<file path="src/logic/rti_pkg.sv">
// record table indexer: shared widths, limits and operation codes
// assumes one clock domain; word addresses are 16 bits wide
package rti_pkg;
  localparam int unsigned RTI_WORD_W = 16;
  localparam int unsigned RTI_ADDR_W = 16;
  localparam int unsigned RTI_NUM_TABLES = 16;
  localparam int unsigned RTI_TBL_IDX_W = 4;
  localparam int unsigned RTI_NUM_IR = 16;
  localparam int unsigned RTI_IR_IDX_W = 4;
  localparam int unsigned RTI_COUNT_SEL_BIT = 15;
  localparam logic [15:0] RTI_ZERO_WORD = 16'h0000;
  localparam logic [15:0] RTI_COUNT_ON = 16'h8000;
  localparam logic [15:0] RTI_COUNT_OFF = 16'h0000;
  localparam logic [31:0] RTI_ZERO_WIDE = 32'h0000_0000;
  localparam logic [15:0] RTI_ONE_WORD = 16'h0001;
  localparam int unsigned RTI_DIV_STEPS = 32;
  localparam logic [5:0] RTI_DIV_LAST = 6'h1F;

  typedef enum logic [2:0] {
    RTI_OP_NONE,
    RTI_OP_DEFINE,
    RTI_OP_LOCATE,
    RTI_OP_NUMBER,
    RTI_OP_SEARCH
  } rti_op_t;
endpackage : rti_pkg

</file>
<file path="src/logic/rti_divider.sv">
// restoring divider, one quotient bit per clock, 32 by 16 bits
// assumes start is a single pulse while idle; divisor is nonzero
`timescale 1ns/1ps
`default_nettype none
module rti_divider (
  input wire logic mclk,
  input wire logic rst_n,
  input wire logic start,
  input wire logic [31:0] dividend,
  input wire logic [15:0] divisor,
  output logic busy,
  output logic done,
  output logic [31:0] quotient
);
  logic [31:0] quot_reg;
  logic [16:0] rem_reg;
  logic [15:0] div_reg;
  logic [5:0] step_reg;
  logic busy_reg;
  logic done_reg;
  wire [16:0] shifted = {rem_reg[15:0], quot_reg[31]};
  wire fits = shifted >= {1'b0, div_reg};
  wire [16:0] reduced = shifted - {1'b0, div_reg};

  always_ff @(posedge mclk)
  begin
    if (!rst_n)
    begin
      quot_reg <= rti_pkg::RTI_ZERO_WIDE;
      rem_reg <= 17'h00000;
      div_reg <= rti_pkg::RTI_ZERO_WORD;
      step_reg <= 6'h00;
      busy_reg <= 1'b0;
      done_reg <= 1'b0;
    end
    else if (start && !busy_reg)
    begin
      quot_reg <= dividend;
      rem_reg <= 17'h00000;
      div_reg <= divisor;
      step_reg <= 6'h00;
      busy_reg <= 1'b1;
      done_reg <= 1'b0;
    end
    else if (busy_reg)
    begin
      rem_reg <= fits ? reduced : shifted;
      quot_reg <= {quot_reg[30:0], fits};
      step_reg <= step_reg + 6'h01;
      busy_reg <= step_reg != rti_pkg::RTI_DIV_LAST;
      done_reg <= step_reg == rti_pkg::RTI_DIV_LAST;
    end
    else
    begin
      done_reg <= 1'b0;
    end
  end

  assign busy = busy_reg;
  assign done = done_reg;
  assign quotient = quot_reg;
endmodule : rti_divider
`default_nettype wire

</file>
<file path="src/logic/rti_record_table_indexer.sv">
// record table indexer: table definitions, record address arithmetic,
// index registers and word-search operand setup
// assumes the sequencer holds op inputs steady while busy is high and
// feeds search words, at most one per clock, with search_word_valid
`timescale 1ns/1ps
`default_nettype none
module rti_record_table_indexer (
  input wire logic mclk,
  input wire logic rst_n,
  input wire logic op_condition,
  input wire logic op_edge_mode,
  input wire rti_pkg::rti_op_t op_code,
  input wire logic [3:0] table_number,
  input wire logic [15:0] record_length,
  input wire logic [15:0] record_count,
  input wire logic [15:0] table_base,
  input wire logic [15:0] record_number_in,
  input wire logic [3:0] ir_select,
  input wire logic [15:0] search_control_word,
  input wire logic [15:0] search_select_word,
  input wire logic [15:0] range_first_word,
  input wire logic [15:0] comparison_word,
  input wire logic [15:0] search_word,
  input wire logic search_word_valid,
  input wire logic [3:0] ir_read_select,
  output logic [15:0] ir_read_data,
  output logic [15:0] data_register_zero,
  output logic [15:0] dest_word,
  output logic dest_word_valid,
  output logic error_flag,
  output logic equals_flag,
  output logic busy,
  output logic done
);
  typedef enum logic [1:0] {RTI_IDLE, RTI_DIVIDE, RTI_SEARCH} rti_state_t;

  rti_state_t state_reg;
  logic cond_dly_reg;
  logic [15:0] base_reg [rti_pkg::RTI_NUM_TABLES];
  logic [15:0] len_reg [rti_pkg::RTI_NUM_TABLES];
  logic [15:0] cnt_reg [rti_pkg::RTI_NUM_TABLES];
  logic [rti_pkg::RTI_NUM_TABLES-1:0] defined_reg;
  logic [15:0] ir_reg [rti_pkg::RTI_NUM_IR];
  logic [15:0] dr0_reg;
  logic [15:0] dest_reg;
  logic dest_valid_reg;
  logic err_reg;
  logic eq_reg;
  logic done_reg;
  logic [15:0] word_search_op_left_reg;
  logic [15:0] word_search_op_addr_reg;
  logic [15:0] word_search_op_hits_reg;
  logic [15:0] word_search_op_first_reg;
  logic word_search_op_count_reg;

  // every-scan or rising-edge launch
  wire fire = op_condition && (!op_edge_mode || !cond_dly_reg);
  wire launch = fire && (state_reg == RTI_IDLE);
  wire is_def = launch && (op_code == rti_pkg::RTI_OP_DEFINE);
  wire is_loc = launch && (op_code == rti_pkg::RTI_OP_LOCATE);
  wire is_num = launch && (op_code == rti_pkg::RTI_OP_NUMBER);
  wire is_word_search_op = launch && (op_code == rti_pkg::RTI_OP_SEARCH);

  wire def_bad = (record_length == rti_pkg::RTI_ZERO_WORD) ||
                 (record_count == rti_pkg::RTI_ZERO_WORD);
  wire tbl_ok = defined_reg[table_number];
  wire [15:0] sel_base = base_reg[table_number];
  wire [15:0] sel_len = len_reg[table_number];
  wire [15:0] sel_cnt = cnt_reg[table_number];
  // record numbers run 0..count-1
  wire rec_ok = record_number_in < sel_cnt;
  wire [31:0] rec_offset = record_number_in * sel_len;
  wire [15:0] rec_addr = sel_base + rec_offset[15:0];
  wire [31:0] span = sel_len * sel_cnt;
  wire [15:0] ir_val = ir_reg[ir_select];
  // wide compare so a span past the top of memory still checks correctly
  wire [31:0] ir_delta = {16'h0000, ir_val} - {16'h0000, sel_base};
  wire in_span = (ir_val >= sel_base) && (ir_delta < span);
  wire start_div = is_num && tbl_ok && in_span;
  wire word_search_op_sel = search_select_word[rti_pkg::RTI_COUNT_SEL_BIT];
  wire word_search_op_hit = search_word_valid && (search_word == comparison_word);
  wire word_search_op_last = search_word_valid &&
                   (word_search_op_left_reg == rti_pkg::RTI_ONE_WORD);
  wire div_done;
  wire [31:0] div_quot;

  rti_divider u_div (
    .mclk(mclk),
    .rst_n(rst_n),
    .start(start_div),
    .dividend(ir_delta),
    .divisor(sel_len),
    .busy(),
    .done(div_done),
    .quotient(div_quot)
  );

  genvar g;
  generate
    for (g = 0; g < rti_pkg::RTI_NUM_TABLES; g++)
    begin : g_tbl
      wire wr = is_def && !def_bad && (table_number == g);
      always_ff @(posedge mclk)
      begin
        if (!rst_n)
        begin
          defined_reg[g] <= 1'b0;
          base_reg[g] <= rti_pkg::RTI_ZERO_WORD;
          len_reg[g] <= rti_pkg::RTI_ZERO_WORD;
          cnt_reg[g] <= rti_pkg::RTI_ZERO_WORD;
        end
        else if (wr)
        begin
          defined_reg[g] <= 1'b1;
          base_reg[g] <= table_base;
          len_reg[g] <= record_length;
          cnt_reg[g] <= record_count;
        end
      end
    end
    for (g = 0; g < rti_pkg::RTI_NUM_IR; g++)
    begin : g_ir
      wire loc_wr = is_loc && tbl_ok && rec_ok && (ir_select == g);
      // search done with a hit updates register zero only
      wire word_search_op_wr = (g == 0) && (state_reg == RTI_SEARCH) && word_search_op_last &&
                     ((word_search_op_hits_reg != rti_pkg::RTI_ZERO_WORD) || word_search_op_hit);
      wire [15:0] word_search_op_val = (word_search_op_hits_reg != rti_pkg::RTI_ZERO_WORD) ?
                             word_search_op_first_reg : word_search_op_addr_reg;
      always_ff @(posedge mclk)
      begin
        if (!rst_n)
          ir_reg[g] <= rti_pkg::RTI_ZERO_WORD;
        else if (loc_wr)
          ir_reg[g] <= rec_addr;
        else if (word_search_op_wr)
          ir_reg[g] <= word_search_op_val;
      end
    end
  endgenerate

  wire [15:0] hits_next = word_search_op_hits_reg + {15'h0000, word_search_op_hit};
  wire word_search_op_any = hits_next != rti_pkg::RTI_ZERO_WORD;

  always_ff @(posedge mclk)
  begin
    if (!rst_n)
    begin
      state_reg <= RTI_IDLE;
      cond_dly_reg <= 1'b0;
      dr0_reg <= rti_pkg::RTI_ZERO_WORD;
      dest_reg <= rti_pkg::RTI_ZERO_WORD;
      dest_valid_reg <= 1'b0;
      err_reg <= 1'b0;
      eq_reg <= 1'b0;
      done_reg <= 1'b0;
      word_search_op_left_reg <= rti_pkg::RTI_ZERO_WORD;
      word_search_op_addr_reg <= rti_pkg::RTI_ZERO_WORD;
      word_search_op_hits_reg <= rti_pkg::RTI_ZERO_WORD;
      word_search_op_first_reg <= rti_pkg::RTI_ZERO_WORD;
      word_search_op_count_reg <= 1'b0;
    end
    else
    begin
      cond_dly_reg <= op_condition;
      done_reg <= 1'b0;
      dest_valid_reg <= 1'b0;
      case (state_reg)
        RTI_IDLE:
        begin
          if (is_def)
          begin
            err_reg <= def_bad;
            done_reg <= 1'b1;
          end
          else if (is_loc)
          begin
            err_reg <= !tbl_ok || !rec_ok;
            done_reg <= 1'b1;
          end
          else if (is_num)
          begin
            err_reg <= !tbl_ok || !in_span;
            if (start_div)
              state_reg <= RTI_DIVIDE;
            else
              done_reg <= 1'b1;
          end
          else if (is_word_search_op)
          begin
            err_reg <= 1'b0;
            // zero count has nothing to scan: finish as a miss
            if (search_control_word == rti_pkg::RTI_ZERO_WORD)
            begin
              eq_reg <= 1'b0;
              done_reg <= 1'b1;
            end
            else
            begin
              word_search_op_left_reg <= search_control_word;
              word_search_op_addr_reg <= range_first_word;
              word_search_op_hits_reg <= rti_pkg::RTI_ZERO_WORD;
              word_search_op_count_reg <= word_search_op_sel;
              state_reg <= RTI_SEARCH;
            end
          end
        end
        RTI_DIVIDE:
        begin
          if (div_done)
          begin
            dest_reg <= div_quot[15:0];
            dest_valid_reg <= 1'b1;
            done_reg <= 1'b1;
            state_reg <= RTI_IDLE;
          end
        end
        RTI_SEARCH:
        begin
          if (search_word_valid)
          begin
            word_search_op_hits_reg <= hits_next;
            if (word_search_op_hit && (word_search_op_hits_reg == rti_pkg::RTI_ZERO_WORD))
              word_search_op_first_reg <= word_search_op_addr_reg;
            word_search_op_addr_reg <= word_search_op_addr_reg + rti_pkg::RTI_ONE_WORD;
            word_search_op_left_reg <= word_search_op_left_reg - rti_pkg::RTI_ONE_WORD;
            if (word_search_op_last)
            begin
              eq_reg <= word_search_op_any;
              if (word_search_op_any && word_search_op_count_reg)
                dr0_reg <= hits_next;
              done_reg <= 1'b1;
              state_reg <= RTI_IDLE;
            end
          end
        end
        default:
          state_reg <= RTI_IDLE;
      endcase
    end
  end

  assign ir_read_data = ir_reg[ir_read_select];
  assign data_register_zero = dr0_reg;
  assign dest_word = dest_reg;
  assign dest_word_valid = dest_valid_reg;
  assign error_flag = err_reg;
  assign equals_flag = eq_reg;
  assign busy = state_reg != RTI_IDLE;
  assign done = done_reg;
endmodule : rti_record_table_indexer
`default_nettype wire

</file>
<file path="config.mk">
export PLATFORM = sky130hd
export DESIGN_NAME = rti_record_table_indexer
export DESIGN_NICKNAME = d
export VERILOG_FILES = /design/src/logic/rti_pkg.sv /design/src/logic/rti_divider.sv /design/src/logic/rti_record_table_indexer.sv
export SDC_FILE = /design/constraint.sdc
export NUM_CORES = 2
export LEC_CHECK = 0
export BUFFER_PORTS_ARGS = -buffer_cell sky130_fd_sc_hd__buf_4
export CORE_UTILIZATION = 57
export CTS_CLUSTER_SIZE = 8
export DETAILED_ROUTE_END_ITERATION = 8
export PLACE_DENSITY_LB_ADDON = 0.2
export SYNTH_ARGS = -nofsm -noshare
export SYNTH_HDL_FRONTEND = slang
export SYNTH_SLANG_ARGS = --single-unit
</file>
<file path="constraint.sdc">
create_clock -name mclk -period 9.4 [get_ports mclk]
set_input_delay 0 -clock mclk [delete_from_list [all_inputs] [get_ports mclk]]
set_output_delay 0 -clock mclk [all_outputs]
set_load 0.05 [all_outputs]
</file>
# After elaboration in Yosys (flattened, before gate mapping)
# Memory sizes are Yosys's and may differ from the RTL's.
# Index checks and enable logic that the tools add are counted.
# op_classes
order_cmp,5
add_sub_neg,7
n_bitwise,71
div_mod_pow,0
multipliers,2
reduce_logical,87
n_mux,227
eq_ne,52
shifts,0
# op_table
cell,n
16-bit 2-to-1 mux,85
1-bit 2-to-1 mux,124
16-bit case mux with 2 select lines,3
1-bit bitwise OR,65
4-bit == test (second input constant),16
16-bit zero test,4
32-bit 2-to-1 mux,2
1-bit logical AND,51
4-bit by 3-bit == test with 1-bit output (second input constant),8
32-bit less-than comparator,1
16-bit by 16-bit multiplier with 32-bit output,1
16-bit nonzero test,2
2-bit 2-to-1 mux,9
17-bit by 16-bit >= comparator with 1-bit output,1
16-bit by 16-bit subtractor with 17-bit output,1
16-bit by 1-bit adder with 16-bit output,1
16-bit by 1-bit adder with 16-bit output (second input constant),1
16-bit adder,1
16-bit by 1-bit == test with 1-bit output (second input constant),1
16-bit == test,1
4-bit by 2-bit == test with 1-bit output (second input constant),4
16-bit >= comparator,1
16-bit less-than comparator,1
16-bit by 16-bit multiplier with 16-bit output,1
35 further kinds,66
# word_totals
memories,4
register_bits,192
ramBits,1024
latchBits,0
mem_bits_ro,0
# mem_list
memory,depth,width,read_ports,rd_ports_with_merged_regs,wr,line,text
base_reg,16,16,1,0,16,rti_record_table_indexer.sv:39,logic [15:0] base_reg [rti_pkg::RTI_NUM_TABLES];
cnt_reg,16,16,1,0,16,rti_record_table_indexer.sv:41,logic [15:0] cnt_reg [rti_pkg::RTI_NUM_TABLES];
ir_reg,16,16,2,0,16,rti_record_table_indexer.sv:43,logic [15:0] ir_reg [rti_pkg::RTI_NUM_IR];
len_reg,16,16,1,0,16,rti_record_table_indexer.sv:40,logic [15:0] len_reg [rti_pkg::RTI_NUM_TABLES];

# Logic depth before layout (Yosys ltp)
# logic_depth
ltp_word,13
depth_mapped,48

# Hierarchy
# Synthesis repeated with hierarchy kept, for this count alone.
# unflattened
cells_unflattened,5813
hier_area_um2,71672.5
# modules_own_cells
mod,area_per_inst_um2,instances,cells_each
rti_record_table_indexer,67606.1,1,5319
rti_divider,4066.4,1,494

# Least setup slack after synthesis
# No wires, ideal clock.
# synth_timing
path_kind,input to register
from,in table_number[0]
to,reg u_div.rem_reg[10]
setup_ns,0.137
arrival_time_ns,10.024
path_stages,44
slack_ns,-0.762
cell_sequence,buf_2 -> buf_4 -> buf_2 -> buf_2 -> buf_2 -> buf_2 -> mux4_2 -> mux2i_1 -> nand2_1 -> o21ai_1 -> clkbuf_1 -> nor2_1 -> fa_1 -> inv_1 -> fa_1 -> fa_1 -> fa_1 -> inv_1 -> [... 8 more ...] -> a21oi_1 -> o31ai_1 -> a41o_1 -> o41ai_1 -> o21ai_0 -> a21oi_1 -> xor2_1 -> ha_1 -> nor2b_1 -> o21ai_0 -> o2111ai_1 -> a31oi_1 -> o211ai_1 -> nor3_1 -> o211ai_1 -> o31ai_1 -> clkbuf_1 -> a211oi_1
# synth_via
elab_chain_cells,7
# synth_lines
element,line,text
start: declaration,rti_record_table_indexer.sv:13,"input wire logic [3:0] table_number,"
memory 16 x 16 bit (on tied branches),--,
16-bit by 16-bit multiplier with 32-bit output or 16-bit by 16-bit subtractor with 17-bit output (tied branches),"rti_record_table_indexer.sv:74, rti_record_table_indexer.sv:77",
32-bit less-than comparator,rti_record_table_indexer.sv:78,wire in_span = (ir_val >= sel_base) && (ir_delta < span);
1-bit logical AND,rti_record_table_indexer.sv:78,
1-bit logical AND *,rti_record_table_indexer.sv:79,wire start_div = is_num && tbl_ok && in_span;
1-bit logical AND *,rti_divider.sv:36,else if (start && !busy_reg)
2-bit OR reduction (no line) *,--,
end signal: assignment,rti_divider.sv:47,rem_reg <= fits ? reduced : shifted;
end: declaration,rti_divider.sv:16,logic [16:0] rem_reg;
# Every way passes the cells marked *; elsewhere a longest branch is shown, timed or not. The select of a mux whose other input is x is not followed.
# A chain may end at the register's enable or synchronous reset.

# Worst setup path after layout
# layout_timing
from,mem len_reg[15][6]
to,reg u_div.rem_reg[9]
# layout_via
elab_chain_cells,7
# layout_lines
element,line,text
start: declaration,rti_record_table_indexer.sv:40,
memory 16 x 16 bit,--,
16-bit by 16-bit multiplier with 32-bit output,rti_record_table_indexer.sv:74,wire [31:0] span = sel_len * sel_cnt;
32-bit less-than comparator,rti_record_table_indexer.sv:78,
1-bit logical AND,rti_record_table_indexer.sv:78,
1-bit logical AND,rti_record_table_indexer.sv:79,
1-bit logical AND,rti_divider.sv:36,
2-bit OR reduction (no line),--,
# Every way passes these cells.

==> flow_metrics.tcl <==
set metrics [dict create \
    status "complete, but fails checks" \
    violations "design-rule violations" \
    numCtsBuffers 171 \
    nNetsFinal 6769 \
    rsz0062_at_grt "true" \
    via_count 48400 \
    synth.cell_area_um2 71400 \
    ir_worst_vdd_v 0.000573 \
    skew_ns 0.0714 \
    ant_nets 0 \
    cpPeakStageDelay_ns 0.58 \
    place_congestion 0.970 \
    grt_pass1_vias 49000 \
    critPathCapture "u_div.rem_reg[9]$_SDFFE_PP0P_" \
    cp.depth 38 \
    arrival_ns 9.96 \
    area_delta_synth_final_pct 14.2 \
    clk_pin_slew_worst_paths_ns 0.05 \
    r2r-end "u_div.rem_reg[9]$_SDFFE_PP0P_" \
    r2r_start "len_reg[15][6]$_SDFFCE_PN0P_" \
    rrSetupSlack_ns 0.15 \
    drive_gt1_share_pct 18.3 \
    synth_warnings 0 \
    final-setup-viol-count 0 \
    ios 217 \
    startpoint "len_reg[15][6]$_SDFFCE_PN0P_" \
    hold_path_class "primary input to register" \
    path_delay_family "adder cells" \
    synth_flop_cell "edfxtp_1" \
    cts_max_level 4 \
    fmax_mhz 108 \
    cp-start-kind "register" \
    hold_ws_ns 0.0633 \
    synthCells 5793 \
    first_iter_violations 6023 \
    syn_nets 6487 \
    slowest_stage "mux4_2" \
    maxCapViolCount 0 \
    cp_common_cell "fa_1" \
    yosys-top-cells-area "edfxtp_1, mux4_2, fa_1" \
    dp_worst_setup_slack_ns -0.141 \
    io_buffers 201 \
    powerDensity_nw_per_um2 221 \
    synth_area_leader_cell "edfxtp_1" \
    syn_avg_cell_area_um2 12.3 \
    crit_buf_inv 10 \
    via_per_inst 6.23 \
    ys_seq_elements 1216 \
    fin_ws_ns 0.148 \
    fp.dieH_um 356 \
    cts_num_sinks 1216 \
    overflow 0 \
    synth_cell_type_count 76 \
    core_area_um2 124000 \
    critPathMaxFanout 6 \
    wl_mm 209 \
    grt_max_degree 96 \
    post-route-period-util_pct 98.4 \
    yosysSeqAreaShare_pct 48.5 \
    drv_slew 0 \
    die_x_um 356 \
    antenna_found_initial 14 \
    r2r_cells 38 \
    required_ns 10.11 \
    worstHoldStart "search_word[0]" \
    period_needed_ns 9.25 \
    endpoint_kind "register" \
    dieArea_um2 127000 \
    cts-root-buf "clkbuf_16" \
    yosys.area.top_type_share_pct 43.1 \
    hpwl_mm 134 \
    firstDrtPassIters 8 \
    clk-insertion-delay-late_ns 0.83 \
    hold_viol_final 0 \
    initial_core_util_pct 57.6 \
    drcViolationCount 56 \
    slew_headroom_pct 11.4 \
    grt_usage_pct 33.4 \
    synth-edff-count 1024 \
    clock_path_buffers 3 \
    tritoncts "built" \
    grt_pass1_wl_mm 311 \
    async_flop_share_pct 0 \
    worst-setup-path-type "register to register" \
    worstMarginPinSlew_ns 1.32 \
    std_cell_rows 129 \
    leakagePower_nw 32.8 \
    routedWlPerCell_um 26.9 \
]
-- worst min path at each step --
stage / to / slack, ns / depth (start not counted)
floorplan: cond_dly_reg$_SDFF_PN0_ / 0.12 / 1
global placement: cond_dly_reg$_SDFF_PN0_ / 0.22 / 2
detailed placement: cond_dly_reg$_SDFF_PN0_ / 0.23 / 2
CTS: word_search_op_addr_reg[1]$_SDFFE_PN0P_ / 0.007 / 4
global route: word_search_op_addr_reg[0]$_SDFFE_PN0P_ / 0.07 / 4
finish: word_search_op_hits_reg[0]$_SDFFE_PN0P_ / 0.06 / 7
-- layout by cell type (no fill, tap or decap), types with 15 or more instances in the layout --
master and n:
clkbuf_1 36, fa_1 287, o21ai_4 17, o21a_1 16
buf_4 405, and2_1 815, dlygate4sd3_1 97, nand2_1 379
o21ai_0 89, or2_2 19, nor2b_1 20, nand4_1 43
nor2_4 18, dfxtp_1 191, o21ai_1 20, a21o_1 70
a211oi_1 42, a21oi_1 120, mux4_2 392, clkbuf_16 174
nor4_1 29, nand2b_1 17, nand3_1 91, ha_1 237
inv_1 439, or3_1 15, nor3_1 29, o22ai_1 26
a31oi_1 17, xnor2_1 62, o211ai_1 24, xor2_1 57
nor2_1 525, mux2i_1 87, edfxtp_1 1024
-- per-stage QoR --
stage               std cells  utilization (%)  power (mW)  instance area [µm²]  setup TNS [ns]
floorplan                5793                -        10.3                71500          -0.545
global placement         7427             60.8        12.1                75400          -0.229
detailed placement       7427             60.8        12.2                75400           -5.36
CTS                      7749             65.5        17.9                81100               0
global route             7773             65.8        18.8                81500           -4.54
finish                   7776             65.8        18.1                81500               0
-- Yosys cell counts, types with 16 or more instances --
master / instances
nand3_1: 91
clkbuf_1: 327
mux2i_1: 88
xnor2_1: 62
a211oi_1: 45
o21ai_0: 128
nand2_1: 379
and2_1: 817
nand2b_1: 17
a31oi_1: 17
nand4_1: 43
nor4_1: 30
a21o_1: 70
inv_1: 444
o21a_1: 16
buf_1: 35
nor2_1: 544
o22ai_1: 26
ha_1: 240
edfxtp_1: 1024
or2_2: 19
dfxtp_1: 192
nor2b_1: 22
mux4_2: 392
o211ai_1: 24
a21oi_1: 127
xor2_1: 57
buf_2: 37
nor3_1: 30
fa_1: 290
-- power by group --
| group | total [mW] | internal, mW | switching, mW |
|---|---|---|---|
| Combinational | 6.37 | 2.34 | 4.03 |
| Clock | 5.66 | 3.34 | 2.32 |
| Sequential | 6.02 | 5.97 | 0.0527 |
-- worst min-delay path, stage by stage --
cell     delay [ns]
buf_4          0.08
xnor2_1        0.05
nand2_1        0.08
nor4_1         0.10
ha_1           0.35
nand3_1        0.08
a21oi_1        0.06
-- cell type report --
| type | count | area (µm²) |
|---|---|---|
| fill | 9201 | 42400 |
| sequential | 1216 | 34600 |
| multi-input combinational | 3706 | 34000 |
| clock buffer | 210 | 4480 |
| timing repair buffer | 524 | 4400 |
| tap | 1637 | 2050 |
| inverter | 456 | 1720 |
| clock inverter | 15 | 312 |
| antenna | 12 | 30.0 |
-- logic make-up after synthesis --
| logic type | synth area share (%) |
|---|---|
| simple gates | 14.5 |
| flops | 48.5 |
| buf+inv | 4.76 |
| fa+ha+maj | 12.3 |
| compound gates | 4.67 |
| mux | 13.7 |
| xor+xnor | 1.59 |
-- metal layers --
layer  share of wire [%]  GRT usage (%)  vias to the layer above
met5              0.0053              0                        -
met4                 3.9           13.0                        2
met3                 9.8           6.88                      508
met2                  48           54.0                     2685
met1                  38           44.5                    24300
li1                    -              -                    20900
-- timing repair --
action,4_1_cts,5_1_grt
cloned,0,3
hold buffers,97,0
buffers inserted,0,12
resized for setup,3,46
pin swaps,0,43
hold endpoints to repair,936,0
endpoints found under the setup margin,46,74
Note: power is estimated with default switching activity, not from simulation.
